File: config.mk
export PLATFORM = sky130hd
export DESIGN_NAME = sdcm_core
export DESIGN_NICKNAME = d
export VERILOG_FILES = /design/src/sdcm_pkg.sv /design/src/sdcm_burst_addr.sv /design/src/sdcm_skid.sv /design/src/sdcm_core.sv
export SDC_FILE = /design/constraint.sdc
export NUM_CORES = 1
export LEC_CHECK = 0
export ABC_AREA = 1
export BUFFER_PORTS_ARGS = -buffer_cell sky130_fd_sc_hd__buf_2
export CAP_MARGIN = 10
export CELL_PAD_IN_SITES_DETAIL_PLACEMENT = 1
export CELL_PAD_IN_SITES_GLOBAL_PLACEMENT = 2
export CORE_MARGIN = 10
export CORE_UTILIZATION = 36
export DETAILED_ROUTE_END_ITERATION = 16
export PLACE_DENSITY = 0.77
export RECOVER_POWER = 50
export SYNTH_ARGS = -nofsm -noshare
export SYNTH_HDL_FRONTEND = slang
export SYNTH_SLANG_ARGS = --single-unit
File: constraint.sdc
create_clock -name SYS_CLK -period 14.55 [get_ports SYS_CLK]
set_clock_uncertainty 0.15 [all_clocks]
set_input_delay 0.7275 -clock SYS_CLK [delete_from_list [all_inputs] [get_ports SYS_CLK]]
set_output_delay 0.7275 -clock SYS_CLK [all_outputs]
set_load 0.1 [all_outputs]
File: src/sdcm_pkg.sv
// package of constants and carriers for the sdram command and mode logic
package sdcm_pkg;
   // ------------------------------------------------------------
   // geometry
   // ------------------------------------------------------------
   localparam int ADDR_W = 12;
   localparam int BANK_W = 2;
   localparam int DATA_W = 32;
   localparam int MASK_W = 4;
   localparam int COL_W  = 8;
   localparam int NBANK  = 4;
   localparam int MODE_W = 14;
   // ------------------------------------------------------------
   // mode register fields
   // ------------------------------------------------------------
   localparam int BL_LSB = 0;
   localparam int BL_MSB = 2;
   localparam int BT_BIT = 3;
   localparam int RL_LSB = 4;
   localparam int RL_MSB = 6;
   localparam int OP_LSB = 7;
   localparam int OP_MSB = 13;
   localparam logic [MODE_W-1:0] MODE_RST       = 14'h0022;
   localparam logic [2:0]        BL_CODE_1      = 3'h0;
   localparam logic [2:0]        BL_CODE_2      = 3'h1;
   localparam logic [2:0]        BL_CODE_4      = 3'h2;
   localparam logic [2:0]        BL_CODE_8      = 3'h3;
   localparam logic [2:0]        BL_CODE_PAGE   = 3'h7;
   localparam logic [2:0]        RL_CODE_2      = 3'h2;
   localparam logic [2:0]        RL_CODE_3      = 3'h3;
   localparam logic [6:0]        OP_BURST_WRITE = 7'h00;
   localparam logic [6:0]        OP_SINGLE_WR   = 7'h04;
   localparam int                PRE_ALL_BIT    = 10;
   // ------------------------------------------------------------
   // timing
   // ------------------------------------------------------------
   localparam int CLK_PERIOD_NS = 10;
   localparam int ROW_CYCLE_NS  = 60;
   localparam int ROW_CYCLE_CYC = (ROW_CYCLE_NS + CLK_PERIOD_NS - 1) / CLK_PERIOD_NS;
   localparam int MASK_RD_LAT   = 2;
   // ------------------------------------------------------------
   // carriers
   // ------------------------------------------------------------
   typedef struct packed {
      logic              chip_select_n;
      logic              row_strobe_n;
      logic              column_strobe_n;
      logic              write_strobe_n;
      logic              clk_gate;
      logic [BANK_W-1:0] bank_select;
      logic [ADDR_W-1:0] addr;
   } sdcm_cmd_s;
   typedef struct packed {
      logic [DATA_W-1:0] data;
      logic [MASK_W-1:0] mask;
   } sdcm_beat_s;
endpackage

File: src/sdcm_burst_addr.sv
// burst column generator: sequential, interleave and full page
`timescale 1ns/1ps
`default_nettype none
module sdcm_burst_addr import sdcm_pkg::*; #(
   parameter int CW = COL_W
) (
   // start column, beat index, mode
   input  wire logic [CW-1:0] start_col,
   input  wire logic [CW-1:0] beat,
   input  wire logic [2:0]    bl_code,
   input  wire logic          interleave,
   // column for this beat
   output logic [CW-1:0]      col
);
   logic [CW-1:0] blk;
   always_comb begin
      case (bl_code)
         BL_CODE_2: blk = CW'(1);
         BL_CODE_4: blk = CW'(3);
         BL_CODE_8: blk = CW'(7);
         BL_CODE_PAGE: blk = '1;
         default: blk = '0;
      endcase
      if (interleave && bl_code != BL_CODE_PAGE) begin
         col = (start_col & ~blk) | ((start_col ^ beat) & blk);
      end else begin
         col = (start_col & ~blk) | ((start_col + beat) & blk);
      end
   end
endmodule // sdcm_burst_addr
`default_nettype wire

File: src/sdcm_skid.sv
// two-entry buffer on the read data path
`timescale 1ns/1ps
`default_nettype none
module sdcm_skid import sdcm_pkg::*; #(
   parameter int W = DATA_W + MASK_W
) (
   // clock and reset
   input  wire logic         clk,
   input  wire logic         rst,
   // fill side
   input  wire logic         in_valid,
   output logic             in_ready,
   input  wire logic [W-1:0] in_data,
   // drain side
   output logic             out_valid,
   input  wire logic         out_ready,
   output logic [W-1:0]      out_data
);
   typedef struct packed {
      logic [1:0][W-1:0] mem;
      logic              wp;
      logic              rp;
      logic [1:0]        cnt;
   } sdcm_skid_s;
   sdcm_skid_s s_r, s_nxt;
   logic push, pop;
   always_comb begin
      s_nxt = s_r;
      in_ready = (s_r.cnt != 2'h2);
      out_valid = (s_r.cnt != 2'h0);
      out_data = s_r.mem[s_r.rp];
      push = in_valid && in_ready;
      pop = out_valid && out_ready;
      if (push) begin
         s_nxt.mem[s_r.wp] = in_data;
         s_nxt.wp = ~s_r.wp;
      end
      if (pop) begin
         s_nxt.rp = ~s_r.rp;
      end
      s_nxt.cnt = s_r.cnt + {1'b0, push} - {1'b0, pop};
   end
   always_ff @(posedge clk or posedge rst) begin
      if (rst) begin
         s_r <= '0;
      end else begin
         s_r <= s_nxt;
      end
   end
endmodule // sdcm_skid
`default_nettype wire

File: src/sdcm_core.sv
// sdram command decoder, mode register, burst engine and refresh state
// Summary of operation
// - row, column and write strobes low load mode from address and bank
// - burst length codes 0..3 give 1,2,4,8; code 7 full page
// - mode bit 3 picks sequential or interleave order
// - read latency codes 2 and 3 give two or three clocks
// - operation mode zero bursts writes; bit 9 alone gives single writes
// - activate opens addressed row in selected bank
// - column command after activation; write strobe picks read or write
// - first column from command, rest generated inside aligned burst block
// - interleave XORs beat count; sequential increments with wrap
// - full page wraps at page end and runs until another command
// - a new column command at any clock restarts a full burst
// - refresh address comes from an internal counter, needs no bank
// - auto refresh on row and column strobes low, self-precharges afterwards
// - self refresh entry with clock gate low; raising it exits
// - read mask floats outputs two clocks later; write mask is immediate
// - power-down entry when gate low with banks idle; three clocks each way
// - chip select high masks every command
// - precharge select bit requests auto precharge or precharge of all banks
`timescale 1ns/1ps
`default_nettype none
module sdcm_core import sdcm_pkg::*; #(
   parameter int ROWS_PER_BANK = 4096
) (
   // clock and reset
   input  wire logic                SYS_CLK,
   input  wire logic                RST,
   // command pins
   input  wire logic                CHIP_SELECT_N,
   input  wire logic                ROW_STROBE_N,
   input  wire logic                COLUMN_STROBE_N,
   input  wire logic                WRITE_STROBE_N,
   input  wire logic                CLK_GATE,
   input  wire logic [BANK_W-1:0]   BANK_SELECT,
   input  wire logic [ADDR_W-1:0]   ADDR,
   input  wire logic [MASK_W-1:0]   BYTE_MASK,
   // data pins
   input  wire logic [DATA_W-1:0]   DQ_IN,
   output logic [DATA_W-1:0]        DQ_OUT,
   output logic [MASK_W-1:0]        DQ_OE,
   // array port
   output logic                     ARR_WR,
   output logic [BANK_W-1:0]        ARR_BANK,
   output logic [ADDR_W-1:0]        ARR_ROW,
   output logic [COL_W-1:0]         ARR_COL,
   output logic [DATA_W-1:0]        ARR_WDATA,
   output logic [MASK_W-1:0]        ARR_WMASK,
   input  wire logic [DATA_W-1:0]   ARR_RDATA,
   // status
   output logic [MODE_W-1:0]        MODE_VALUE,
   output logic [NBANK-1:0]         BANK_OPEN,
   output logic                     SELF_REFRESH,
   output logic                     POWER_DOWN,
   output logic                     REFRESH_PULSE,
   output logic [ADDR_W-1:0]        REFRESH_ROW,
   output logic                     READ_STALL
);
   // ------------------------------------------------------------
   // types and state
   // ------------------------------------------------------------
   typedef enum logic [3:0] {
      ST_IDLE = 4'h1,
      ST_BURST = 4'h2,
      ST_SELF = 4'h4,
      ST_PDOWN = 4'h8
   } sdcm_st_e;
   localparam int RL_PIPE = 3;
   typedef struct packed {
      sdcm_st_e                  st;
      logic [MODE_W-1:0]         mode;
      logic [NBANK-1:0]          open;
      logic [NBANK-1:0][ADDR_W-1:0] row;
      logic [BANK_W-1:0]         bbank;
      logic [COL_W-1:0]          bcol;
      logic [COL_W-1:0]          beat;
      logic [COL_W-1:0]          left;
      logic                      bwr;
      logic                      bap;
      logic [ADDR_W-1:0]         rcnt;
      logic                      rpulse;
      logic [RL_PIPE-1:0]        rdv;
      logic [RL_PIPE-2:0][DATA_W-1:0] rdp;
      logic [MASK_W-1:0]         mask_d1;
      logic [MASK_W-1:0]         oe;
      logic [DATA_W-1:0]         dout;
      logic                      awr;
      logic [BANK_W-1:0]         abank;
      logic [ADDR_W-1:0]         arow;
      logic [COL_W-1:0]          acol;
      logic [DATA_W-1:0]         awdata;
      logic [MASK_W-1:0]         awmask;
      logic [2:0]                gate_sync;
      logic                      gate_q;
   } sdcm_core_s;
   sdcm_core_s s_r, s_nxt;
   sdcm_cmd_s  cmd;
   // ------------------------------------------------------------
   // helpers
   // ------------------------------------------------------------
   function automatic logic [COL_W-1:0] burst_len(input logic [2:0] code);
      case (code)
         BL_CODE_1: burst_len = COL_W'(1);
         BL_CODE_2: burst_len = COL_W'(2);
         BL_CODE_4: burst_len = COL_W'(4);
         BL_CODE_8: burst_len = COL_W'(8);
         default: burst_len = '0;
      endcase
   endfunction
   function automatic logic [1:0] read_lat(input logic [2:0] code);
      case (code)
         RL_CODE_3: read_lat = 2'h3;
         default: read_lat = 2'h2;
      endcase
   endfunction
   logic [COL_W-1:0] gen_col;
   sdcm_burst_addr #(.CW(COL_W)) u_addr (
      .start_col  (s_r.bcol),
      .beat       (s_r.beat),
      .bl_code    (s_r.mode[BL_MSB:BL_LSB]),
      .interleave (s_r.mode[BT_BIT]),
      .col        (gen_col)
   );
   logic [DATA_W-1:0] rd_word;
   logic             rb_in_valid;
   logic             rb_in_ready;
   logic             rb_out_valid;
   sdcm_beat_s       rb_out;
   sdcm_skid #(.W(DATA_W + MASK_W)) u_skid (
      .clk       (SYS_CLK),
      .rst       (RST),
      .in_valid  (rb_in_valid),
      .in_ready  (rb_in_ready),
      .in_data   ({rd_word, s_r.mask_d1}),
      .out_valid (rb_out_valid),
      .out_ready (1'b1),
      .out_data  (rb_out)
   );
   // ------------------------------------------------------------
   // command decode and state update
   // ------------------------------------------------------------
   logic live, c_mrs, c_act, c_pre, c_rd, c_wr, c_ref, c_self, c_stop;
   logic single_wr, gate_now, gate_fall, gate_rise, last_beat;
   logic [1:0] rl;
   always_comb begin
      cmd = '{CHIP_SELECT_N, ROW_STROBE_N, COLUMN_STROBE_N, WRITE_STROBE_N,
              CLK_GATE, BANK_SELECT, ADDR};
      s_nxt = s_r;
      // gate pin is asynchronous in low power states; count when stages 2 and 3 agree
      s_nxt.gate_sync = {s_r.gate_sync[1:0], cmd.clk_gate};
      gate_now = (s_r.gate_sync[2] == s_r.gate_sync[1]) ? s_r.gate_sync[1] : s_r.gate_q;
      s_nxt.gate_q = gate_now;
      gate_fall = s_r.gate_q && !gate_now;
      gate_rise = !s_r.gate_q && gate_now;
      live = !cmd.chip_select_n && (s_r.st == ST_IDLE || s_r.st == ST_BURST);
      c_mrs  = live && !cmd.row_strobe_n && !cmd.column_strobe_n && !cmd.write_strobe_n;
      c_act  = live && !cmd.row_strobe_n && cmd.column_strobe_n && cmd.write_strobe_n;
      c_pre  = live && !cmd.row_strobe_n && cmd.column_strobe_n && !cmd.write_strobe_n;
      c_rd   = live && cmd.row_strobe_n && !cmd.column_strobe_n && cmd.write_strobe_n;
      c_wr   = live && cmd.row_strobe_n && !cmd.column_strobe_n && !cmd.write_strobe_n;
      c_stop = live && cmd.row_strobe_n && cmd.column_strobe_n && !cmd.write_strobe_n;
      c_ref  = live && !cmd.row_strobe_n && !cmd.column_strobe_n && cmd.write_strobe_n
               && cmd.clk_gate;
      c_self = live && !cmd.row_strobe_n && !cmd.column_strobe_n && cmd.write_strobe_n
               && !cmd.clk_gate;
      single_wr = (s_r.mode[OP_MSB:OP_LSB] == OP_SINGLE_WR);
      rl = read_lat(s_r.mode[RL_MSB:RL_LSB]);
      last_beat = (s_r.left == COL_W'(1));
      s_nxt.rpulse = 1'b0;
      s_nxt.awr = 1'b0;
      s_nxt.mask_d1 = BYTE_MASK;
      // read valid pipe shifts; tap chosen by latency
      s_nxt.rdv = {s_r.rdv[RL_PIPE-2:0], 1'b0};
      // array word travels with its valid so a longer latency keeps beat and column paired
      s_nxt.rdp = {s_r.rdp[RL_PIPE-3:0], ARR_RDATA};
      // burst beat advance
      if (s_r.st == ST_BURST) begin
         s_nxt.abank = s_r.bbank;
         s_nxt.arow = s_r.row[s_r.bbank];
         s_nxt.acol = gen_col;
         s_nxt.beat = s_r.beat + COL_W'(1);
         if (s_r.bwr) begin
            s_nxt.awr = (BYTE_MASK != '1);
            s_nxt.awdata = DQ_IN;
            s_nxt.awmask = BYTE_MASK;
         end else begin
            s_nxt.rdv[0] = 1'b1;
         end
         // a zero count marks full page, which only a command ends
         if (last_beat) begin
            s_nxt.st = ST_IDLE;
            if (s_r.bap) begin
               s_nxt.open[s_r.bbank] = 1'b0;
            end
         end
         if (s_r.left != '0) begin
            s_nxt.left = s_r.left - COL_W'(1);
         end
      end
      if (c_mrs) begin
         s_nxt.mode = {cmd.bank_select, cmd.addr};
         s_nxt.st = ST_IDLE;
      end else if (c_act) begin
         s_nxt.open[cmd.bank_select] = 1'b1;
         s_nxt.row[cmd.bank_select] = cmd.addr;
      end else if (c_pre) begin
         s_nxt.st = ST_IDLE;
         if (cmd.addr[PRE_ALL_BIT]) begin
            s_nxt.open = '0;
         end else begin
            s_nxt.open[cmd.bank_select] = 1'b0;
         end
      end else if (c_rd || c_wr) begin
         // interrupts the running burst and restarts from the new column
         s_nxt.st = ST_BURST;
         s_nxt.bbank = cmd.bank_select;
         s_nxt.bcol = cmd.addr[COL_W-1:0];
         s_nxt.beat = '0;
         s_nxt.bwr = c_wr;
         s_nxt.bap = cmd.addr[PRE_ALL_BIT];
         s_nxt.left = (c_wr && single_wr) ? COL_W'(1)
                      : burst_len(s_r.mode[BL_MSB:BL_LSB]);
      end else if (c_stop) begin
         s_nxt.st = ST_IDLE;
      end else if (c_ref || c_self) begin
         // internal counter supplies the row; banks end idle
         s_nxt.rcnt = s_r.rcnt + ADDR_W'(1);
         s_nxt.rpulse = 1'b1;
         s_nxt.open = '0;
         s_nxt.st = c_self ? ST_SELF : ST_IDLE;
      end else if (s_r.st == ST_IDLE && gate_fall && s_r.open == '0) begin
         s_nxt.st = ST_PDOWN;
      end
      if ((s_r.st == ST_SELF || s_r.st == ST_PDOWN) && gate_rise) begin
         s_nxt.st = ST_IDLE;
      end
      // read output stage with mask two clocks old
      rb_in_valid = s_r.rdv[rl - 2'h1];
      rd_word = s_r.rdp[rl - 2'h2];
      READ_STALL = !rb_in_ready;
      if (rb_out_valid) begin
         s_nxt.dout = rb_out.data;
         s_nxt.oe = ~rb_out.mask;
      end else begin
         s_nxt.oe = '0;
      end
   end
   always_ff @(posedge SYS_CLK or posedge RST) begin
      if (RST) begin
         s_r <= '{st: ST_IDLE, mode: MODE_RST, gate_sync: 3'h7, gate_q: 1'b1,
                  default: '0};
      end else begin
         s_r <= s_nxt;
      end
   end
   // ------------------------------------------------------------
   // outputs
   // ------------------------------------------------------------
   assign DQ_OUT        = s_r.dout;
   assign DQ_OE         = s_r.oe;
   assign ARR_WR        = s_r.awr;
   assign ARR_BANK      = s_r.abank;
   assign ARR_ROW       = s_r.arow;
   assign ARR_COL       = s_r.acol;
   assign ARR_WDATA     = s_r.awdata;
   assign ARR_WMASK     = s_r.awmask;
   assign MODE_VALUE    = s_r.mode;
   assign BANK_OPEN     = s_r.open;
   assign SELF_REFRESH  = (s_r.st == ST_SELF);
   assign POWER_DOWN    = (s_r.st == ST_PDOWN);
   assign REFRESH_PULSE = s_r.rpulse;
   assign REFRESH_ROW   = s_r.rcnt;
endmodule // sdcm_core
`default_nettype wire

==> tab_implementation.tex, run 1 <==
\begin{tabular}{lr}
\hline
Metric & Value \\
\hline
\multicolumn{2}{l}{\textbf{Run status}} \\
\quad Run status & finished, violations left \\
\quad Failing checks & capacitance limit, slew limit \\
\multicolumn{2}{l}{\textbf{Timing}} \\
\quad Crit path setup slack, layout & 8440 ps \\
\quad Final number of max-transition violations & 249 \\
\quad Fraction of the cycle the final worst path needs & 42.0\% \\
\quad Transition at the pin with the smallest max-transition slack & 5070 ps \\
\quad RSZ-0062 raised after global routing & false \\
\quad Fmax & between 150 and 200 MHz \\
\quad Hold Fails Final Rpt & 0 \\
\quad Setup violators final & 0 \\
\quad Slew HR & -240\% \\
\quad Final total negative setup slack & 0 ps \\
\quad Fin crit period & around 6100 ps \\
\multicolumn{2}{l}{\textbf{Logic synthesis}} \\
\quad Synthesized-area fraction occupied by and/or/nand/nor cells & 15.1\% \\
\quad Total number of yosys warnings & 0 \\
\quad Post-synthesis share of cell area spent on xor and xnor gates & 1.31\% \\
\quad Complex-gate fraction of the synthesized area & 11.0\% \\
\quad Sequential share of the synthesized area & 58.2\% \\
\quad Post-synthesis instance total & 1,542 \\
\quad Netlist area before placement & about 15,000 um2 \\
\quad Register bit total from synthesis & 357 \\
\quad Leading cell types by count after synthesis & dfrtp\_1 (350), nand2\_1 (299), nor2\_1 (166) \\
\quad Library cell occupying the most area in the post-synthesis netlist & dfrtp\_1 \\
\quad Dominant combinational cell family by area after synthesis & simple AND/OR/NAND/NOR gates \\
\quad Post-synthesis async set-or-reset flop share & 100\% \\
\quad Top area cells in the synthesized netlist & dfrtp\_1 (57\%), nand2\_1 (7.3\%), buf\_4 (6.3\%), nor2\_1 (4.1\%), a31oi\_1 (2.8\%) \\
\quad Adder-Cell Fraction of Synth Area & 1.17\% \\
\quad Share of cell area taken by muxes after synthesis & approximately 2.6\% \\
\quad Post-synth EDFFs & 0 \\
\quad Fraction of post-synthesis cell area in the top cell type by area & 57.0\% \\
\quad Avg Cell Area, Syn & around 10 um2 \\
\quad Post-synth cell types & 44 \\
\quad Total nets after synthesis & around 1.6k \\
\quad Leading register cell type out of synthesis & dfrtp\_1 \\
\quad Cell with the most instances after synthesis & dfrtp\_1 \\
\multicolumn{2}{l}{\textbf{Detailed routing}} \\
\quad Remaining design rule violation count & 0 \\
\quad Average routed wire per standard cell & 18.8 um \\
\quad Via-per-instance ratio & about 5 \\
\quad Number of nets with antenna violations after routing & 0 \\
\quad Vias & 10.8k \\
\quad DRT iter0 DRCs & 654 \\
\quad Overall routed net length & 41.4 mm \\
\quad Pre-antenna DRT Iters & 4 \\
\multicolumn{2}{l}{\textbf{Floorplan}} \\
\quad Die X-Extent & 227 um \\
\quad Effective utilization at floorplan & 36.5\% \\
\quad Die Area & 51,300 um2 \\
\quad Std-Cell Rows & 75 \\
\quad Number of I/O pins & $\sim$220 \\
\quad Die height & 227 um \\
\quad Core region area & around 42,000 um2 \\
\multicolumn{2}{l}{\textbf{Cells and area}} \\
\quad Antenna diode instance count & 0 \\
\quad Fillers & 4,848 \\
\quad Layout Nets & 1,732 \\
\quad Post-route non-filler standard cell count & approximately 2.2k \\
\quad Reg area & 8940 um2 \\
\quad Layout overhead on the synthesized area & 11.6\% \\
\quad Area taken by multi-input logic gates & 4640 um2 \\
\quad Share of cells above drive strength 1 & 18.0\% \\
\multicolumn{2}{l}{\textbf{Worst setup path}} \\
\quad Launching element of the worst setup path & RST \\
\quad Critical path, cell by cell & buf\_2 > clkinvlp\_2 > clkbuf\_1 \\
\quad Logic depth of the worst register-to-register path & 6 \\
\quad CP peak stage delay & 2770 ps \\
\quad Worst path required time & 14,420 ps \\
\quad Slowest-stage cell, CP & clkinvlp\_2 \\
\quad Critical setup path kind & input pin to asynchronous set/reset pin \\
\quad Buf/Inv on CP & 3 \\
\quad Endpoint type of the worst setup path & asynchronous set/reset pin \\
\quad CP top delay family & buffers and inverters \\
\quad Launch instance of the worst register-to-register path & u\_skid.s\_r[1] \\
\quad Cell depth of the worst setup path & 3 \\
\quad Critical Path Start Type & input pin \\
\quad Worst Path Max Fanout & approximately 110 \\
\quad CP arrival & 5980 ps \\
\multicolumn{2}{l}{\textbf{Global routing}} \\
\quad M2 GR Usage & 27.9\% \\
\quad GRT Max-Usage Layer & met2 \\
\quad Number of global-route vias before repair & 11.8k \\
\quad Aggregate global routing overflow & 0 \\
\quad Met3 usage in global routing & 4.29\% \\
\quad Overall routing resource usage & 16.2\% \\
\quad Number of antenna violations at the first check in global routing & 0 \\
\quad First-pass GRT wire length & 65.8 mm \\
\quad Fraction of met1 tracks used by global routing & 19.5\% \\
\quad Maximum number of pins on one net before global-route repair & about 200 \\
\multicolumn{2}{l}{\textbf{Place}} \\
\quad Detailed placer's ending HPWL & roughly 27 mm \\
\quad Global placer's final weighted congestion & 0.767 \\
\quad I/O Buffers & about 220 \\
\quad Pre-CTS worst setup slack & 11,500 ps \\
\quad Number of placed cells counting well taps & 2,125 \\
\multicolumn{2}{l}{\textbf{CTS}} \\
\quad Resized Gates After CTS & 0 \\
\quad TritonCTS clock tree & built \\
\quad Clock tree root driver cell & clkbuf\_16 \\
\quad Post-CTS Hold Fix Bufs & 0 \\
\quad Number of buffers added for setup after CTS & 0 \\
\quad Number of sinks on the clock net & 357 \\
\quad Count of H-tree levels built during CTS & 2 \\
\quad Buffers from clock root to sink, at most & 3 \\
\quad Insertion delay to the later sink of the worst-skew pair & 560 ps \\
\quad Clock Pin Slew Worst Setup and Hold Paths & 60 ps \\
\quad Number of buffers created by CTS & 42 \\
\multicolumn{2}{l}{\textbf{Hold path}} \\
\quad Hold-critical path depth & 1 \\
\quad Worst min-delay path class & input pin to flop \\
\quad Min-Delay Startpoint & ARR\_RDATA[29] \\
\multicolumn{2}{l}{\textbf{Run}} \\
\quad Maxcap violations & 4 \\
\hline
\end{tabular}
==> worst register-to-register path: stages (launching register included) <==
cell and delay, ps:
dfrtp_1 390, nor2_1 100, clkbuf_1 1690, inv_1 790, buf_4 480, nor2_1 140
a21oi_1 50
==> cells by family after synthesis <==
group	after synthesis
flops	357
mux	36
buf+inv	274
simple gates	552
xor+xnor	23
fa+ha+maj	14
compound gates	286
==> worst paths after layout <==
check                                 to  slack [ps]
setup reg to reg               DQ_OUT[8]       10630
setup / recovery                s_r[236]        8440
min in group asynchronous  REFRESH_PULSE        1560
hold / removal                s_nxt[164]         110
max in group SYS_CLK           DQ_OUT[8]       10630
hold reg to reg               s_nxt[169]         200
==> per-stage QoR <==
step / hold WS [ps] / util, % / cell area [um2]
floorplan: 181 / - / 15400
global placement: 191 / 37.9 / 16000
detailed placement: 190 / 37.9 / 16000
CTS: 79.8 / 41.3 / 17400
global route: 89.3 / 40.7 / 17100
finish: 115 / 40.7 / 17100
==> routing by layer <==
metal / wire, um / share of wire, % / up-vias
met1: 17600 / 43 / 5414
met3: 2160 / 5.2 / 56
met5: 0 / 0 / -
met4: 938 / 2.3 / 0
li1: - / - / 5143
met2: 20600 / 50 / 161
==> final cells by class <==
cell class / count / share of cell area, %
sequential: 357 / 52.2
multi-input combinational: 911 / 27.1
clock buffer: 61 / 7.20
timing repair buffer: 231 / 6.59
tap: 539 / 3.94
inverter: 87 / 1.91
clock inverter: 15 / 1.07
==> flip-flops by register name (all words and copies together), names as in the netlist <==
register       cells
u_skid.s_r        76
REFRESH_PULSE      1
ARR_WMASK          4
ARR_COL            8
MODE_VALUE        14
ARR_BANK           2
DQ_OE              4
ARR_WR             1
s_nxt             36
ARR_ROW           12
BANK_OPEN          4
s_r              119
REFRESH_ROW       12
DQ_OUT            32
ARR_WDATA         32
==> cell usage in the layout (no fill, tap or decap), drive strengths merged, types with 2 or more instances in the layout <==
master / count
a211oi: 4
a21oi: 73
a22oi: 13
a31oi: 69
a41oi: 12
buf: 179
bufinv: 4
clkbuf: 113
clkinv: 9
dfrtp: 350
dfstp: 7
ha: 12
inv: 88
mux2: 36
nand2: 306
nand3: 36
nand3b: 2
nand4: 10
nor2: 175
nor3: 18
nor4: 2
o211ai: 2
o21ai: 108
o22ai: 2
or2: 2
xnor2: 6
xor2: 17
Power of run 1 is left out: the tool's default activity adds up to more than one toggle a clock period on the data nets, which glitch-free logic cannot reach.
==> run 2: changes to the inputs <==
==> constraint.sdc (replaced) <==
create_clock -name SYS_CLK -period 5.7 [get_ports SYS_CLK]
set_clock_uncertainty 0.15 [all_clocks]
set_input_delay 0.285 -clock SYS_CLK [delete_from_list [all_inputs] [get_ports SYS_CLK]]
set_output_delay 0.285 -clock SYS_CLK [all_outputs]
set_load 0.1 [all_outputs]
==> run 2 against run 1 <==
Net effect: the flow still finishes with violations (capacitance limit, slew limit); wire length up 4.0%; via count grew 3.4%; sequential cell count stayed put; non-clock buffer count grew 82; critical endpoint is now s_r[187]; highest routed layer unchanged.
==> tab_implementation.tex, run 2 (same netlist as run 1, synthesis figures left out) <==
\begin{tabular}{lr}
\hline
Metric & Value \\
\hline
\multicolumn{2}{l}{\textbf{CTS}} \\
\quad Number of buffers added for setup after CTS & 0 (unchanged) \\
\quad Insertion delay to the later sink of the worst-skew pair & 550 ps (about the same) \\
\quad TritonCTS clock tree & built \\
\quad Number of sinks on the clock net & 357 (unchanged) \\
\quad Clock tree root driver cell & clkbuf\_16 \\
\quad Clock Pin Slew Worst Setup and Hold Paths & 50 ps (about the same) \\
\quad Buffers from clock root to sink, at most & 3 (unchanged) \\
\quad Resized Gates After CTS & 0 (unchanged) \\
\quad Post-CTS Hold Fix Bufs & 83 (+83) \\
\quad Count of H-tree levels built during CTS & 2 (unchanged) \\
\quad Number of buffers created by CTS & 43 (+2.4\%) \\
\multicolumn{2}{l}{\textbf{Timing}} \\
\quad Fmax & about 260 MHz \\
\quad Final number of max-transition violations & 79 (-68\%) \\
\quad RSZ-0062 raised after global routing & false \\
\quad Transition at the pin with the smallest max-transition slack & 1890 ps (-3180 ps) \\
\quad Fin crit period & 3890 ps \\
\quad Hold Fails Final Rpt & 0 (unchanged) \\
\quad Setup violators final & 0 (unchanged) \\
\quad Fraction of the cycle the final worst path needs & between 60\% and 70\% \\
\quad Slew HR & -26.6\% (+210 points) \\
\quad Final total negative setup slack & 0 ps (unchanged) \\
\multicolumn{2}{l}{\textbf{Place}} \\
\quad I/O Buffers & 217 (unchanged) \\
\quad Global placer's final weighted congestion & 0.772 (+0.61\%) \\
\quad Detailed placer's ending HPWL & 27.8 mm (+2.4\%) \\
\multicolumn{2}{l}{\textbf{Floorplan}} \\
\quad Number of I/O pins & 218 (unchanged) \\
\quad Die X-Extent & 227 um (unchanged) \\
\quad Die height & 227 um (unchanged) \\
\quad Die Area & 51,300 um2 (unchanged) \\
\quad Effective utilization at floorplan & 36.5\% (unchanged) \\
\quad Core region area & 42,000 um2 (unchanged) \\
\quad Std-Cell Rows & 75 (unchanged) \\
\multicolumn{2}{l}{\textbf{Global routing}} \\
\quad Number of global-route vias before repair & 12.4k (+5.1\%) \\
\quad First-pass GRT wire length & 68.9 mm (+4.7\%) \\
\quad Aggregate global routing overflow & 0 (unchanged) \\
\quad Overall routing resource usage & 16.9\% (+0.78 points) \\
\quad Number of antenna violations at the first check in global routing & 1 (+1) \\
\quad Maximum number of pins on one net before global-route repair & 141 (-28\%) \\
\multicolumn{2}{l}{\textbf{Cells and area}} \\
\quad Layout Nets & 1,815 (+4.8\%) \\
\quad Flip-flop count of the largest register, all copies and words added & 119 (unchanged) \\
\quad Leading cell types in the layout, fill and taps excluded & dfrtp\_1 (350), nand2\_1 (301), nor2\_1 (167) \\
\quad Share of cells above drive strength 1 & 13.3\% (-4.7 points) \\
\quad Commonest non-fill, non-tap cell in the layout & dfrtp\_1 \\
\quad Most flops, register & s\_r \\
\quad Fillers & 4,806 (-0.87\%) \\
\quad Layout overhead on the synthesized area & 16.4\% \\
\multicolumn{2}{l}{\textbf{Worst setup path}} \\
\quad Worst Path Max Fanout & 22 (-80\%) \\
\quad Endpoint type of the worst setup path & flop \\
\quad Worst path required time & 5970 ps (-8450 ps) \\
\quad Critical Path Start Type & flop \\
\quad CP arrival & 4160 ps (-1820 ps) \\
\quad Critical setup path kind & flop to flop \\
\multicolumn{2}{l}{\textbf{Detailed routing}} \\
\quad Vias & 11.1k (+3.4\%) \\
\quad DRT iter0 DRCs & 671 (+2.6\%) \\
\quad Via-per-instance ratio & 4.88 (-0.33\%) \\
\quad Pre-antenna DRT Iters & 4 (unchanged) \\
\quad Average routed wire per standard cell & 18.8 um (+0.26\%) \\
\quad Remaining design rule violation count & 0 (unchanged) \\
\quad Overall routed net length & 43.0 mm (+4.0\%) \\
\quad Number of nets with antenna violations after routing & 0 (unchanged) \\
\multicolumn{2}{l}{\textbf{Run}} \\
\quad Maxcap violations & 2 (-2) \\
\multicolumn{2}{l}{\textbf{Run status}} \\
\quad Failing checks & capacitance limit, slew limit \\
\quad Run status & finished, violations left \\
\multicolumn{2}{l}{\textbf{Hold path}} \\
\quad Worst min-delay path class & input pin to flop \\
\hline
\end{tabular}
## run 2: path summary, 6_finish.rpt
check / startpoint / endpoint / slack (ps) / cells past startpoint
max: s_r[279] / s_r[187] / 1810 / 9
min reg2reg: s_nxt[168] / s_nxt[169] / 200 / 0
min: ADDR[6] / s_r[217] / 40 / 3
max in group asynchronous: RST / s_nxt[139] / 3240 / 4
min in group asynchronous: RST / s_r[195] / 610 / 3
max reg2reg: s_r[279] / s_r[187] / 1810 / 9
## run 2: cell type report
class / instances / area [um2] / area share, %
Timing Repair Buffer: 313 / 1870 / 10.5
Antenna cell: 1 / 2.50 / 0.0140
Multi-Input combinational cell: 911 / 4770 / 26.7
Sequential cell: 357 / 8940 / 50.0
Inverter: 87 / 328 / 1.83
Clock buffer: 70 / 1260 / 7.03
Tap cell: 539 / 674 / 3.77
Clock inverter: 5 / 28.8 / 0.161
## run 2: stage by stage
step           hold WS [ps]  setup WS, ps  std cells  cell area, um2  utilization, %
2_1_floorplan           139           486       1542           15400               -
3_3_place_gp            189          2160       2124           16000            37.9
3_5_place_dp            187          2030       2124           16000            37.9
4_1_cts                8.90          1990       2282           18100            43.0
5_1_grt                40.4          1350       2283           17900            42.5
6_report               38.7          1810       2283           17900            42.5
## run 2: routing by layer
metal / track usage, % / vias up / routed length, um
met3: 3.54 / 76 / 1830
li1: - / 5317 / -
met1: 20.5 / 5560 / 18500
met4: 6.67 / 0 / 1380
met5: 0 / - / 0
met2: 28.9 / 186 / 21300
## run 2: worst max-delay path: stages, from the launching register on
cell      delay (ps)
dfrtp_1          410
nor2_1           210
nand2_1          510
nand2_1          490
nand3_1          160
nor2_2           100
clkbuf_1         770
inv_2            400
o21ai_1          390
o22ai_1          130
Power of run 2 is left out for the same reason.
